## config.mk

```make
export PLATFORM = sky130hd
export DESIGN_NAME = nsc_ctrl
export DESIGN_NICKNAME = d
export VERILOG_FILES = /design/src/logic/nsc_pkg.sv /design/src/logic/nsc_ctrl.sv /design/src/logic/nsc_sync3.sv
export VERILOG_INCLUDE_DIRS = /design/src /design/src/logic
export SDC_FILE = /design/constraint.sdc
export NUM_CORES = 1
export LEC_CHECK = 0
export BUFFER_PORTS_ARGS = -buffer_cell sky130_fd_sc_hd__buf_4
export CORE_MARGIN = 5
export CORE_UTILIZATION = 49
export DETAILED_ROUTE_END_ITERATION = 12
export HOLD_SLACK_MARGIN = 0.05
export PLACE_DENSITY = 0.71
export SYNTH_ARGS = -nofsm -noshare
export SYNTH_HDL_FRONTEND = slang
export SYNTH_SLANG_ARGS = --single-unit
```

## constraint.sdc

```tcl
create_clock -name pclk -period 3.9 [get_ports pclk]
set_input_delay 0.195 -clock pclk [delete_from_list [all_inputs] [get_ports pclk]]
set_output_delay 0.195 -clock pclk [all_outputs]
set_load 0.02 [all_outputs]
```

## src/logic/nsc_map.svh

```systemverilog
// Purpose: offsets, field positions, reset values and timing counts
// Assumes: 32-bit apb data, one aligned word per register
// Notes:   definitions only
`ifndef NSC_MAP_SVH
`define NSC_MAP_SVH

// ---------------------------------------------------------------
// register offsets
// ---------------------------------------------------------------
`define NSC_OFF_CMD      12'h000
`define NSC_OFF_CTRL     12'h004
`define NSC_OFF_STAT     12'h008
`define NSC_OFF_DECODE   12'h00c

// ---------------------------------------------------------------
// fields
// ---------------------------------------------------------------
`define NSC_CMD_KIND_LO  8
`define NSC_CTRL_PROT    0
`define NSC_CTRL_CE      1
`define NSC_CTRL_RST     2'h0
`define NSC_ST_BUSY      0
`define NSC_ST_LINE      1
`define NSC_ST_INIT      2
`define NSC_ST_STATUS    3
`define NSC_ST_AFTER80   4
`define NSC_ST_REFUSED   5
`define NSC_ST_ORDER     6
`define NSC_ST_BYTE_LO   8

// ---------------------------------------------------------------
// command codes
// ---------------------------------------------------------------
`define NSC_C_READ1      8'h00
`define NSC_C_COLRD      8'h05
`define NSC_C_PROG       8'h10
`define NSC_C_MPROG      8'h11
`define NSC_C_CPROG      8'h15
`define NSC_C_READ2      8'h30
`define NSC_C_CREAD      8'h31
`define NSC_C_CREADE     8'h3f
`define NSC_C_ERASE1     8'h60
`define NSC_C_STATUS     8'h70
`define NSC_C_STATUS2    8'h71
`define NSC_C_DATAIN     8'h80
`define NSC_C_COLWR      8'h85
`define NSC_C_COPYIN     8'h8c
`define NSC_C_ID         8'h90
`define NSC_C_ERASE2     8'hd0
`define NSC_C_COLRD2     8'he0
`define NSC_C_RESET      8'hff

// ---------------------------------------------------------------
// timing
// ---------------------------------------------------------------
`define NSC_CLK_NS       100
`define NSC_RD_SETTLE_NS 500
`define NSC_RD_CYC       3'((`NSC_RD_SETTLE_NS + `NSC_CLK_NS - 1) / `NSC_CLK_NS)
`define NSC_ADDR_LAST    3'h4

`endif

```

## src/logic/nsc_pkg.sv

```systemverilog
// Purpose: types shared by the strobe controller
// Assumes: nothing
// Notes:   constants live in nsc_map.svh
package nsc_pkg;
	typedef enum logic [2:0] {
		NSC_IDLE,
		NSC_SETUP,
		NSC_STROBE,
		NSC_HOLD,
		NSC_WAITRD
	} nsc_state_e;

	typedef enum logic [2:0] {
		NSC_OP_NONE,
		NSC_OP_READ,
		NSC_OP_PROG,
		NSC_OP_CACHE,
		NSC_OP_ERASE
	} nsc_op_e;

	typedef logic [1:0] nsc_kind_t;
	localparam nsc_kind_t NSC_K_CMD  = 2'h0;
	localparam nsc_kind_t NSC_K_ADDR = 2'h1;
	localparam nsc_kind_t NSC_K_DOUT = 2'h2;
	localparam nsc_kind_t NSC_K_DIN  = 2'h3;
endpackage

```

## src/logic/nsc_ctrl.sv

```systemverilog
// Purpose: apb-driven host that issues nand command, address and data
//          cycles and decodes the status byte
// Assumes: one nand device or several on a wired ready line
// Notes:   one pin cycle at a time; refused orders set a sticky flag
//
// How it works
// - after 70h each read returns status
// - power-on busy: only ffh or 70h
// - never send unknown command codes
// - while busy only 70h, 71h, ffh
// - after 80h only 85h,10h,11h,15h,ffh
// - program pages ascending within block
// - status stays until 00h, read resumes; here any command but 70h or 71h ends it
`timescale 1ns/100ps
`default_nettype none
`include "nsc_map.svh"
module nsc_ctrl
	import nsc_pkg::*;
(
	input  wire logic        pclk,
	input  wire logic        presetn,
	input  wire logic        psel,
	input  wire logic        penable,
	input  wire logic        pwrite,
	input  wire logic [11:0] paddr,
	input  wire logic [31:0] pwdata,
	output logic      [31:0] prdata,
	output logic             pready,
	output logic             pslverr,
	output logic             chip_en_n,
	output logic             cmd_latch,
	output logic             addr_latch,
	output logic             write_strobe_n,
	output logic             read_strobe_n,
	output logic             write_guard_n,
	output logic      [7:0]  io_out,
	output logic             io_oe,
	input  wire logic [7:0]  io_in,
	input  wire logic        done_line_open_drain
);
	// ---------------------------------------------------------------
	// functions
	// ---------------------------------------------------------------
	function automatic logic cmd_known(input logic [7:0] c);
		case (c)
			`NSC_C_READ1, `NSC_C_COLRD, `NSC_C_PROG, `NSC_C_MPROG,
			`NSC_C_CPROG, `NSC_C_READ2, `NSC_C_CREAD, `NSC_C_CREADE,
			`NSC_C_ERASE1, `NSC_C_STATUS, `NSC_C_STATUS2,
			`NSC_C_DATAIN, `NSC_C_COLWR, `NSC_C_COPYIN, `NSC_C_ID,
			`NSC_C_ERASE2, `NSC_C_COLRD2, `NSC_C_RESET: cmd_known = 1'b1;
			default: cmd_known = 1'b0;
		endcase
	endfunction

	function automatic logic cmd_status_or_reset(input logic [7:0] c);
		cmd_status_or_reset = (c == `NSC_C_STATUS) ||
			(c == `NSC_C_STATUS2) || (c == `NSC_C_RESET);
	endfunction

	// ---------------------------------------------------------------
	// pins in, through the synchroniser
	// ---------------------------------------------------------------
	logic [8:0] pins_s;
	logic       line_ready;
	logic [7:0] io_s;

	nsc_sync3 u_sync (
		.pclk    (pclk),
		.presetn (presetn),
		.pin_in  ({done_line_open_drain, io_in}),
		.pin_out (pins_s)
	);
	// the line is wired-and over devices; low means any device busy
	assign line_ready = pins_s[8];
	assign io_s       = pins_s[7:0];

	// ---------------------------------------------------------------
	// apb slave
	// ---------------------------------------------------------------
	logic       acc;
	logic       wr_cmd;
	logic       wr_stat;
	logic [1:0] ctrl_q;
	logic       refused_q;
	logic       order_q;
	logic       init_q;
	logic       status_q;
	logic       after80_q;
	logic [7:0] byte_q;
	logic [6:0] decode_q;
	nsc_state_e state_q;

	assign acc     = psel & penable & pready;
	assign wr_cmd  = acc & pwrite & (paddr == `NSC_OFF_CMD);
	assign wr_stat = acc & pwrite & (paddr == `NSC_OFF_STAT);

	always_ff @(posedge pclk or negedge presetn) begin
		if (!presetn) begin
			pready  <= 1'b0;
			pslverr <= 1'b0;
			prdata  <= 32'h0000_0000;
		end else begin
			pready  <= psel & penable & ~pready;
			pslverr <= 1'b0;
			prdata  <= 32'h0000_0000;
			if (psel & penable & ~pready) begin
				case (paddr)
					`NSC_OFF_CMD: prdata <= 32'h0000_0000;
					`NSC_OFF_CTRL: prdata <= {30'h0, ctrl_q};
					`NSC_OFF_STAT: prdata <= {16'h0, byte_q, 1'b0, order_q,
						refused_q, after80_q, status_q, init_q, line_ready,
						state_q != NSC_IDLE};
					`NSC_OFF_DECODE: prdata <= {25'h0, decode_q};
					default: pslverr <= 1'b1;
				endcase
			end
		end
	end

	always_ff @(posedge pclk or negedge presetn) begin
		if (!presetn) begin
			ctrl_q <= `NSC_CTRL_RST;
		end else if (acc & pwrite & (paddr == `NSC_OFF_CTRL)) begin
			ctrl_q <= pwdata[1:0];
		end
	end

	// ---------------------------------------------------------------
	// order legality
	// ---------------------------------------------------------------
	logic [7:0]  ob;
	nsc_kind_t   okind;
	logic        legal;
	logic [2:0]  acnt_q;
	logic [15:0] row_q;
	logic [23:0] row_full;
	logic        trk_q;
	logic [17:0] trk_blk_q;
	logic [5:0]  trk_pg_q;
	logic        order_bad;

	assign ob       = pwdata[7:0];
	assign okind    = pwdata[`NSC_CMD_KIND_LO +: 2];
	assign row_full = {ob, row_q};
	// a page at or below the last one written in the same block
	assign order_bad = after80_q && okind == NSC_K_ADDR &&
		acnt_q == `NSC_ADDR_LAST && trk_q &&
		row_full[23:6] == trk_blk_q && row_full[5:0] <= trk_pg_q;

	always_comb begin
		legal = state_q == NSC_IDLE && !order_bad;
		if (okind == NSC_K_CMD) begin
			if (!cmd_known(ob)) legal = 1'b0;
			if (!init_q && ob != `NSC_C_RESET && ob != `NSC_C_STATUS) begin
				legal = 1'b0;
			end
			if (init_q && !line_ready && !cmd_status_or_reset(ob)) begin
				legal = 1'b0;
			end
			if (after80_q && !(ob == `NSC_C_COLWR || ob == `NSC_C_PROG ||
				ob == `NSC_C_MPROG || ob == `NSC_C_CPROG ||
				ob == `NSC_C_RESET)) begin
				legal = 1'b0;
			end
		end
	end

	always_ff @(posedge pclk or negedge presetn) begin
		if (!presetn) begin
			refused_q <= 1'b0;
			order_q   <= 1'b0;
		end else begin
			// a new refusal in the clearing cycle wins over the clear
			refused_q <= (refused_q & ~(wr_stat & pwdata[`NSC_ST_REFUSED]))
				| (wr_cmd & ~legal);
			order_q   <= (order_q & ~(wr_stat & pwdata[`NSC_ST_ORDER]))
				| (wr_cmd & order_bad);
		end
	end

	// power-on init ends the first time the line reads ready
	always_ff @(posedge pclk or negedge presetn) begin
		if (!presetn) begin
			init_q <= 1'b0;
		end else if (line_ready) begin
			init_q <= 1'b1;
		end
	end

	// ---------------------------------------------------------------
	// command tracking
	// ---------------------------------------------------------------
	logic       take;
	nsc_op_e    op_q;
	logic       split_q;

	assign take = wr_cmd & legal;

	always_ff @(posedge pclk or negedge presetn) begin
		if (!presetn) begin
			op_q      <= NSC_OP_NONE;
			status_q  <= 1'b0;
			after80_q <= 1'b0;
			split_q   <= 1'b0;
		end else if (take && okind == NSC_K_CMD) begin
			status_q <= ob == `NSC_C_STATUS || ob == `NSC_C_STATUS2;
			if (!cmd_status_or_reset(ob)) begin
				split_q <= ob == `NSC_C_CPROG || ob == `NSC_C_CREAD;
			end
			// any other command drops the pending program setup
			after80_q <= ob == `NSC_C_DATAIN || ob == `NSC_C_COPYIN ||
				(after80_q && ob == `NSC_C_COLWR);
			case (ob)
				`NSC_C_READ2, `NSC_C_CREAD, `NSC_C_CREADE: op_q <= NSC_OP_READ;
				`NSC_C_PROG, `NSC_C_MPROG: op_q <= NSC_OP_PROG;
				`NSC_C_CPROG: op_q <= NSC_OP_CACHE;
				`NSC_C_ERASE2: op_q <= NSC_OP_ERASE;
				// reset may cut the earlier cached page too: no result kept
				`NSC_C_RESET: op_q <= NSC_OP_NONE;
				default: op_q <= op_q;
			endcase
		end
	end

	// page order tracker; any erase confirm (d0h) restarts it, whatever the block
	always_ff @(posedge pclk or negedge presetn) begin
		if (!presetn) begin
			acnt_q    <= 3'h0;
			row_q     <= 16'h0000;
			trk_q     <= 1'b0;
			trk_blk_q <= 18'h00000;
			trk_pg_q  <= 6'h00;
		end else if (take) begin
			if (okind == NSC_K_CMD) begin
				acnt_q <= 3'h0;
				if (ob == `NSC_C_ERASE2) trk_q <= 1'b0;
			end else if (okind == NSC_K_ADDR && after80_q) begin
				acnt_q <= acnt_q + 3'h1;
				if (acnt_q == 3'h2) row_q[7:0] <= ob;
				if (acnt_q == 3'h3) row_q[15:8] <= ob;
				if (acnt_q == `NSC_ADDR_LAST) begin
					trk_q     <= 1'b1;
					trk_blk_q <= row_full[23:6];
					trk_pg_q  <= row_full[5:0];
				end
			end
		end
	end

	// ---------------------------------------------------------------
	// pin engine
	// ---------------------------------------------------------------
	logic [2:0] wait_q;
	logic       rd_q;

	always_ff @(posedge pclk or negedge presetn) begin
		if (!presetn) begin
			state_q        <= NSC_IDLE;
			cmd_latch      <= 1'b0;
			addr_latch     <= 1'b0;
			write_strobe_n <= 1'b1;
			read_strobe_n  <= 1'b1;
			io_out         <= 8'h00;
			io_oe          <= 1'b0;
			rd_q           <= 1'b0;
			wait_q         <= 3'h0;
		end else begin
			case (state_q)
				NSC_IDLE: if (take) begin
					cmd_latch  <= okind == NSC_K_CMD;
					addr_latch <= okind == NSC_K_ADDR;
					io_out     <= ob;
					io_oe      <= okind != NSC_K_DIN;
					rd_q       <= okind == NSC_K_DIN;
					state_q    <= NSC_SETUP;
				end
				NSC_SETUP: begin
					write_strobe_n <= rd_q;
					read_strobe_n  <= ~rd_q;
					wait_q         <= `NSC_RD_CYC;
					state_q        <= rd_q ? NSC_WAITRD : NSC_STROBE;
				end
				// device latches on the rising write strobe
				NSC_STROBE: begin
					write_strobe_n <= 1'b1;
					state_q        <= NSC_HOLD;
				end
				NSC_WAITRD: begin
					wait_q <= wait_q - 3'h1;
					if (wait_q == 3'h1) begin
						read_strobe_n <= 1'b1;
						state_q       <= NSC_HOLD;
					end
				end
				NSC_HOLD: begin
					cmd_latch  <= 1'b0;
					addr_latch <= 1'b0;
					io_oe      <= 1'b0;
					state_q    <= NSC_IDLE;
				end
				default: state_q <= NSC_IDLE;
			endcase
		end
	end

	always_ff @(posedge pclk or negedge presetn) begin
		if (!presetn) begin
			chip_en_n     <= 1'b1;
			write_guard_n <= 1'b0;
		end else begin
			chip_en_n     <= ~ctrl_q[`NSC_CTRL_CE];
			// guard low aborts and blocks program and erase in the device
			write_guard_n <= ~ctrl_q[`NSC_CTRL_PROT];
		end
	end

	// ---------------------------------------------------------------
	// read capture and status decode
	// ---------------------------------------------------------------
	logic cap;
	logic pe_ok;

	assign cap   = state_q == NSC_WAITRD && wait_q == 3'h1;
	assign pe_ok = op_q == NSC_OP_PROG || op_q == NSC_OP_ERASE ||
		op_q == NSC_OP_CACHE;

	// every read in status mode is a new sample of the device state;
	// status mode holds until any command other than 70h or 71h is taken
	always_ff @(posedge pclk or negedge presetn) begin
		if (!presetn) begin
			byte_q   <= 8'h00;
			decode_q <= 7'h00;
		end else if (cap) begin
			byte_q <= io_s;
			if (status_q) begin
				decode_q[0] <= split_q ? io_s[5] : io_s[6];
				decode_q[1] <= io_s[6];
				decode_q[2] <= io_s[7];
				// io0 is meaningful only for program or erase, once ready
				decode_q[3] <= pe_ok && (op_q == NSC_OP_CACHE ? io_s[5]
					: io_s[6]);
				decode_q[4] <= io_s[0];
				decode_q[5] <= op_q == NSC_OP_CACHE && io_s[6];
				decode_q[6] <= io_s[1];
			end
		end
	end
endmodule
`default_nettype wire

```

## src/logic/nsc_sync3.sv

```systemverilog
// Purpose: three-flop pin synchroniser with agreement filter
// Assumes: inputs asynchronous to pclk
// Notes:   a change is taken once stages two and three agree
`timescale 1ns/100ps
`default_nettype none
module nsc_sync3 (
	input  wire logic       pclk,
	input  wire logic       presetn,
	input  wire logic [8:0] pin_in,
	output logic      [8:0] pin_out
);
	logic [8:0] s1_q;
	logic [8:0] s2_q;
	logic [8:0] s3_q;

	always_ff @(posedge pclk or negedge presetn) begin
		if (!presetn) begin
			s1_q <= 9'h000;
			s2_q <= 9'h000;
			s3_q <= 9'h000;
		end else begin
			s1_q <= pin_in;
			s2_q <= s1_q;
			s3_q <= s2_q;
		end
	end

	always_ff @(posedge pclk or negedge presetn) begin
		if (!presetn) begin
			pin_out <= 9'h000;
		end else begin
			for (int i = 0; i < 9; i++) begin
				if (s2_q[i] == s3_q[i]) begin
					pin_out[i] <= s3_q[i];
				end
			end
		end
	end
endmodule
`default_nettype wire

```

After elaboration in Yosys (flattened, before gate mapping). Cells that the tools add are included. Widths: inputs -> output; s select.

Bitwise operators: 25. Eq/ne operators: 49. Shift operators: 0. Add/subtract/negate cells: 2. Multipliers: 0. Div/mod/pow operators: 0. Mux-type cells: 34. Reduce and logical (&&, ||, !) cells: 59. Order comparisons: 1.

Operator list (count): $eq 8x8->1 const B (7); $pmux 16 s3 (1); $mux 32 (1); $eq 12x4->1 const B (2); $eq 8x5->1 const B (3); $eq 8x6->1 const B (3); $eq 8x7->1 const B (3); $mux 1 (19); $eq 18x18->1 (1); $eq 3x2->1 const B (6); $reduce_or 18->1 (1); $logic_and 1x1->1 (16); $reduce_and 2->1 (8); $reduce_and 4->1 (4); $mux 3 (5); $pmux 3 s5 (1); $and 1x1->1 (14); $eq 12x3->1 const B (1); $logic_not 12->1 (1); $pmux 3 s4 (1); $logic_or 1x1->1 (11); $pmux 1 s2 (5); $reduce_bool 2->1 (5); $eq 1x1->1 (9); other kinds (24) (42).

Flip-flop bits (word level): 162. Latch bits: 0. Bits of input ports: 58. Bits in writable memories: 0. Bits in read-only memories: 0. Logic and storage cells: 212. Output and inout port bits: 49. Memories kept: 0.

Depth between registers and ports, before layout.
Word-level depth: 16. Depth in mapped cells: 12. Gate-level depth less buffers: 9.

By module. From an unflattened synthesis, not the netlist that was laid out.

Cells, all modules: 523. Area total of the unflattened synthesis: 6586.3 um^2.

By module, submodules not included: nsc_ctrl (seq. area each 2731.4 um^2, instances 1, cells an instance 478, area each 5584.1 um^2); nsc_sync3 (seq. area each 900.9 um^2, instances 1, cells an instance 45, area each 1002.2 um^2).

Least setup slack after synthesis. OpenSTA, ideal clock, no wires.

Path type: input to register. From: in paddr[7]. To: reg row_q[2]. Arrival time: 2.360 ns. Stages: 9. Path slack: 1.413 ns. Setup time: 0.128 ns. Data required time: 3.772 ns. Buffers on the path: 2. Cells stage by stage: or4_1 > nor4_4 > nor2b_1 > and2_1 > and4_1 > buf_6 > and4_1 > buf_4 > mux2_1.

Longest elaborated chain between the ends: 4.

RTL lines: start, declared (line nsc_ctrl.sv:25) `input wire logic [11:0] paddr,`; $logic_not 12->1; $and 1x1->1 (line nsc_ctrl.sv:94) `` assign wr_cmd = acc & pwrite & (paddr == `NSC_OFF_CMD); ``; $and 1x1->1 (line nsc_ctrl.sv:197) `assign take = wr_cmd & legal;`; $reduce_and 4->1 (no line); end signal, assigned (line nsc_ctrl.sv:229) `row_q <= 16'h0000;`; end signal, assigned (line nsc_ctrl.sv:239) `if (acnt_q == 3'h2) row_q[7:0] <= ob;`; end, declared (line nsc_ctrl.sv:135) `logic [15:0] row_q;`.

Every way passes these cells. A chain may end at the register's enable or synchronous reset.

Worst setup path in the final report.
From: reg after80_q. To: reg trk_pg_q[3].

Longest elaborated chain between the ends: 14. Elaborated cells on any way between the ends: 15. Those cells by class: 5 x mux; 1 x bitwise; 9 x reduce/logical.

RTL lines: start, declared (line nsc_ctrl.sv:88) `logic after80_q;`; start signal, assigned (line nsc_ctrl.sv:211) `` after80_q <= ob == `NSC_C_DATAIN || ob == `NSC_C_COPYIN || ``; $logic_and 1x1->1 (line nsc_ctrl.sv:146, nsc_ctrl.sv:237); $logic_and 1x1->1 (no line); $logic_and 1x1->1 (3 in series) (line nsc_ctrl.sv:146) `assign order_bad = after80_q && okind == NSC_K_ADDR &&`; $logic_not 1->1 (line nsc_ctrl.sv:151) `legal = state_q == NSC_IDLE && !order_bad;`; $logic_and 1x1->1 (line nsc_ctrl.sv:151); $mux 1 (line nsc_ctrl.sv:153) `if (!cmd_known(ob)) legal = 1'b0;`; $mux 1 (line nsc_ctrl.sv:154) `` if (!init_q && ob != `NSC_C_RESET && ob != `NSC_C_STATUS) begin ``; $mux 1 (line nsc_ctrl.sv:157) `if (init_q && !line_ready && !cmd_status_or_reset(ob)) begin`; $mux 1 (line nsc_ctrl.sv:160) `` if (after80_q && !(ob == `NSC_C_COLWR || ob == `NSC_C_PROG || ``; $mux 1 (line nsc_ctrl.sv:152) `if (okind == NSC_K_CMD) begin`; $and 1x1->1 (line nsc_ctrl.sv:197); $reduce_and 4->1 (no line) *; end signal, assigned (line nsc_ctrl.sv:244) `trk_pg_q <= row_full[5:0];`; end, declared (line nsc_ctrl.sv:139) `logic [5:0] trk_pg_q;`.

Every way passes the cells marked *; elsewhere a longest branch is shown, timed or not.

==> results.rst <==
.. list-table::
   :header-rows: 1

   * - Metric
     - Value
   * - Post-synth top flop
     - sky130_fd_sc_hd__dfrtp_1
   * - CP arrival
     - 3.37 ns
   * - Total negative setup slack
     - 0 ns
   * - Area fraction in compound gates after synthesis
     - 6.088%
   * - Post-synthesis instance area
     - 6412 µm²
   * - Number of enable-type register cells in the synthesized netlist
     - 0
   * - Chain of cells forming the critical path
     - and3b_1 > nand3_1 > o41ai_1 > nand3_1 > and4_1 > nand2b_2 > buf_4 > mux2_2
   * - Pwr per Cell Area
     - 483.3 nW/µm²
   * - CP delay by family, top
     - simple AND/OR/NAND/NOR gates
   * - Clock latency reported for the late side of the worst-skew pair
     - 0.42 ns
   * - Hpwl dp
     - 8.639 mm
   * - Synthesis-to-layout area growth
     - 21.37%
   * - Final cell count without fillers
     - 781
   * - Critical setup path kind
     - reg -> reg
   * - Total buffers and inverters traversed by the critical path
     - 1
   * - Number of nets still failing antenna checks after routing
     - 0
   * - Critical Path RT
     - 4.19 ns
   * - Proportion of register bits with asynchronous set or reset after synthesis
     - 100.0%
   * - Num CTS Buffers
     - 17
   * - Die Ht
     - 124.4 µm
   * - Iteration-0 DRC count of the detailed router
     - 338
   * - Type of the most critical hold path
     - in -> reg
   * - Adder and majority cell fraction of the synthesized area
     - 3.746%
   * - Post-layout net count
     - 666
   * - Average vias per placed instance
     - 5.262
   * - Count of H-tree levels built during CTS
     - 4
   * - Number of max-capacitance violations reported
     - 0
   * - Core Rows
     - 41
   * - Most common cell on crit path
     - sky130_fd_sc_hd__nand3_1
   * - Number of input and output port buffers inserted
     - 67
   * - Chip Width
     - 124.4 µm
   * - Yosys cell types
     - 61
   * - Maximum fanout along the worst path
     - 25
   * - Area used by sequential logic in the layout
     - 3632 µm²
   * - Root buffer cell
     - sky130_fd_sc_hd__clkbuf_16
   * - Total instance count after detailed placement
     - 738
   * - Max-slew violations
     - 0
   * - Minimum period implied by the final worst setup slack
     - 3.072 ns
   * - Average cell area after synthesis
     - 12.48 µm²
   * - Resized Gates After CTS
     - 0
   * - Total core area
     - 12720 µm²
   * - Total power of the final layout
     - 3762 µW
   * - Number of DRC violations after detailed routing
     - 0
   * - Wire length per cell after detailed routing
     - 16.52 µm
   * - Die Outline Area
     - 15470 µm²
   * - Area fraction of the dominant cell type after synthesis
     - 55.41%
   * - Total routing resource utilization after global routing
     - 17.43%
   * - Grt total ovfl
     - 0
   * - Via total after detailed routing
     - 4110
   * - Buffers from clock root to sink, at most
     - 2
   * - Area used by multi-input combinational logic
     - 2519 µm²
   * - Category of the worst setup path capture point
     - flop
   * - Final setup violation count
     - 0
   * - Clock skew
     - 0.01231 ns
   * - Biggest area contributors in the synthesized netlist
     - sky130_fd_sc_hd__dfrtp_1 55%, sky130_fd_sc_hd__mux2_2 6.7%, sky130_fd_sc_hd__mux2_4 4.2%, sky130_fd_sc_hd__xnor2_1 2.5%, sky130_fd_sc_hd__ha_1 2.3%
   * - Simple-gate area share of the yosys netlist
     - 11.59%
   * - Number of antenna violations at the first check in global routing
     - 0
   * - Vias in the first global route
     - 4341
   * - Leakage Power
     - 0.003764 µW
   * - Setup crit start kind
     - flop
   * - I/O pins
     - 107
   * - Diode count
     - 0
   * - Highest attainable clock frequency
     - 325.5 MHz
   * - Worst Max-Slew Pin Slew
     - 1.055 ns
   * - Detailed Routing Iterations Pass 1
     - 4
   * - Hold Vio Cnt, Final
     - 0
   * - Wire length of the first global-routing pass
     - 21.85 mm
   * - Final worst-path cycle share
     - 78.77%
   * - Post-Route Utilization
     - 61.17%
   * - Number of instances in the synthesized netlist
     - 514
   * - Placement Setup Slack
     - 0.7383 ns
   * - Total number of clock tree sinks
     - 145
   * - Critical path's largest stage delay
     - 0.50 ns
   * - TritonCTS clock tree
     - built
   * - Effective utilization at floorplan
     - 50.40%
   * - Final RePlAce weighted congestion
     - 0.8729
   * - Area share of xor/xnor cells in the synthesized design
     - 3.005%
   * - Worst slew margin
     - 29.68%
   * - Cell type with the highest aggregate area in the netlist
     - sky130_fd_sc_hd__dfrtp_1
   * - Ys Warns
     - 0
   * - WL final
     - 12.90 mm
   * - Register bit total from synthesis
     - 145
   * - Final-layout fill cell count
     - 1033
   * - Largest net degree at the start of global routing
     - 118
   * - Critical-path top delay cell
     - sky130_fd_sc_hd__dfrtp_1
   * - Layout cells sized above 1
     - 28.08%
   * - Main combinational cell family by area after synthesis
     - multiplexers
   * - Status
     - completed
   * - Proportion of synthesized chip area in sequential cells
     - 56.64%
   * - Setup repair after global routing missed its margin
     - no
   * - Reg clk slew, reported paths
     - 0.06 ns
   * - Final setup margin
     - 0.8281 ns
   * - Worst vdd rail ir drop
     - 0.0004208 V
   * - Share of synthesized area spent on multiplexers
     - 13.85%
synth_stat cells, types with 4 or more instances:
master,number
sky130_fd_sc_hd__o21ai_0,16
sky130_fd_sc_hd__xnor2_1,18
sky130_fd_sc_hd__inv_1,21
sky130_fd_sc_hd__dfrtp_1,142
sky130_fd_sc_hd__nand3_1,16
sky130_fd_sc_hd__a21oi_1,15
sky130_fd_sc_hd__or4_1,4
sky130_fd_sc_hd__nand2_1,27
sky130_fd_sc_hd__nor2_1,24
sky130_fd_sc_hd__buf_4,19
sky130_fd_sc_hd__nor2b_1,5
sky130_fd_sc_hd__a22oi_1,5
sky130_fd_sc_hd__and3_1,4
sky130_fd_sc_hd__maj3_1,9
sky130_fd_sc_hd__buf_2,5
sky130_fd_sc_hd__mux2_2,38
sky130_fd_sc_hd__nand4_1,7
sky130_fd_sc_hd__nor3_1,9
sky130_fd_sc_hd__nand2b_1,5
sky130_fd_sc_hd__buf_6,4
sky130_fd_sc_hd__xor2_1,4
sky130_fd_sc_hd__and2_1,10
sky130_fd_sc_hd__mux2_4,18
sky130_fd_sc_hd__mux2_1,8
sky130_fd_sc_hd__ha_1,12
sky130_fd_sc_hd__clkbuf_1,7
sky130_fd_sc_hd__mux2i_1,10
tightest hold or removal path, cell delays in order:
cell and delay (ns):
sky130_fd_sc_hd__buf_4 0.11, sky130_fd_sc_hd__nand2_1 0.08, sky130_fd_sc_hd__nor3_1 0.06
power breakdown:
group / internal (µW) / leakage [µW] / switching (µW)
logic: 120 / 0.00155 / 178
clock network: 1240 / 0.000328 / 611
registers: 1560 / 0.00189 / 58.0
total: 2920 / 0.00376 / 846
flip-flops by register name (all words and copies together) (netlist names), 7 cells and up:
register and count:
u_sync.s3_q 9, row_q 16, decode_q 7, u_sync.s1_q 9, prdata 15, trk_blk_q 18, io_out 8, byte_q 8
u_sync.pin_out 9, u_sync.s2_q 9
layer usage:
layer	part of all wire (%)	routed length (µm)	global-route usage [%]	vias up
li1	-	-	-	1936
met1	45	5811	23.18	2036
met2	48	6229	27.64	126
met3	5.3	685	4.331	12
met4	1.3	173	6.641	0
met5	0	0	0	-
final timing paths:
kind / slack [ns] / cells past startpoint / end / startpoint
max: 0.83 / 8 / trk_pg_q[3]$_DFFE_PN0P_ / after80_q$_DFFE_PN0P_
min: 0.07 / 3 / pslverr$_DFF_PN0_ / penable
max reg2reg: 0.83 / 8 / trk_pg_q[3]$_DFFE_PN0P_ / after80_q$_DFFE_PN0P_
min reg2reg: 0.35 / 0 / u_sync.s2_q[1]$_DFF_PN0_ / u_sync.s1_q[1]$_DFF_PN0_
max in group asynchronous: 2.32 / 3 / chip_en_n$_DFF_PN1_ / presetn
min in group asynchronous: 0.50 / 2 / trk_blk_q[12]$_DFFE_PN0P_ / presetn
layout make-up:
cell class / instances / area share, %
inverter: 21 / 1.013
tap: 172 / 2.765
sequential: 145 / 46.67
clock inverter: 12 / 2.910
multi-input combinational: 328 / 32.36
timing repair buffer: 83 / 8.408
clock buffer: 20 / 5.868
cell families (layout without fill, tap and decap cells):
group                    count (synthesis)  count (layout)
AND/OR/NAND/NOR                        134             134
AO/OA/AOI/OAI                           60              60
XOR/XNOR                                22              22
multiplexers                            74              74
buffers and inverters                   57             136
adder cells (fa/ha/maj)                 21              21
flip-flops                             145             145
other                                    1              17
metrics by stage:
step	hold WS (ns)	instance area, µm²
6_report	0.06749	7782
5_1_grt	0.07347	7782
4_1_cts	0.05216	7782
3_5_place_dp	0.3055	6989
3_3_place_gp	0.3049	6989
2_1_floorplan	-0.1006	6472
cell usage in the layout (no fill, tap or decap), types with 4 or more instances in the layout:
master,instances
sky130_fd_sc_hd__a21oi_1,15
sky130_fd_sc_hd__a22oi_1,5
sky130_fd_sc_hd__and2_1,10
sky130_fd_sc_hd__and3_1,4
sky130_fd_sc_hd__buf_4,71
sky130_fd_sc_hd__bufinv_16,6
sky130_fd_sc_hd__clkbuf_16,17
sky130_fd_sc_hd__conb_1,17
sky130_fd_sc_hd__dfrtp_1,142
sky130_fd_sc_hd__dlygate4sd3_1,11
sky130_fd_sc_hd__ha_1,12
sky130_fd_sc_hd__inv_1,21
sky130_fd_sc_hd__maj3_1,9
sky130_fd_sc_hd__mux2_1,8
sky130_fd_sc_hd__mux2_2,38
sky130_fd_sc_hd__mux2_4,18
sky130_fd_sc_hd__mux2i_1,10
sky130_fd_sc_hd__nand2_1,27
sky130_fd_sc_hd__nand2b_1,5
sky130_fd_sc_hd__nand3_1,16
sky130_fd_sc_hd__nand4_1,7
sky130_fd_sc_hd__nor2_1,24
sky130_fd_sc_hd__nor2b_1,5
sky130_fd_sc_hd__nor3_1,9
sky130_fd_sc_hd__o21ai_0,16
sky130_fd_sc_hd__or4_1,4
sky130_fd_sc_hd__xnor2_1,18
sky130_fd_sc_hd__xor2_1,4
what timing repair did:
| item | CTS | global route |
|---|---|---|
| endpoints found under the hold margin | 125 | 0 |
| buffers inserted | 0 | 0 |
| hold buffers | 11 | 0 |
No activity file was read; power rests on OpenSTA's default activity.
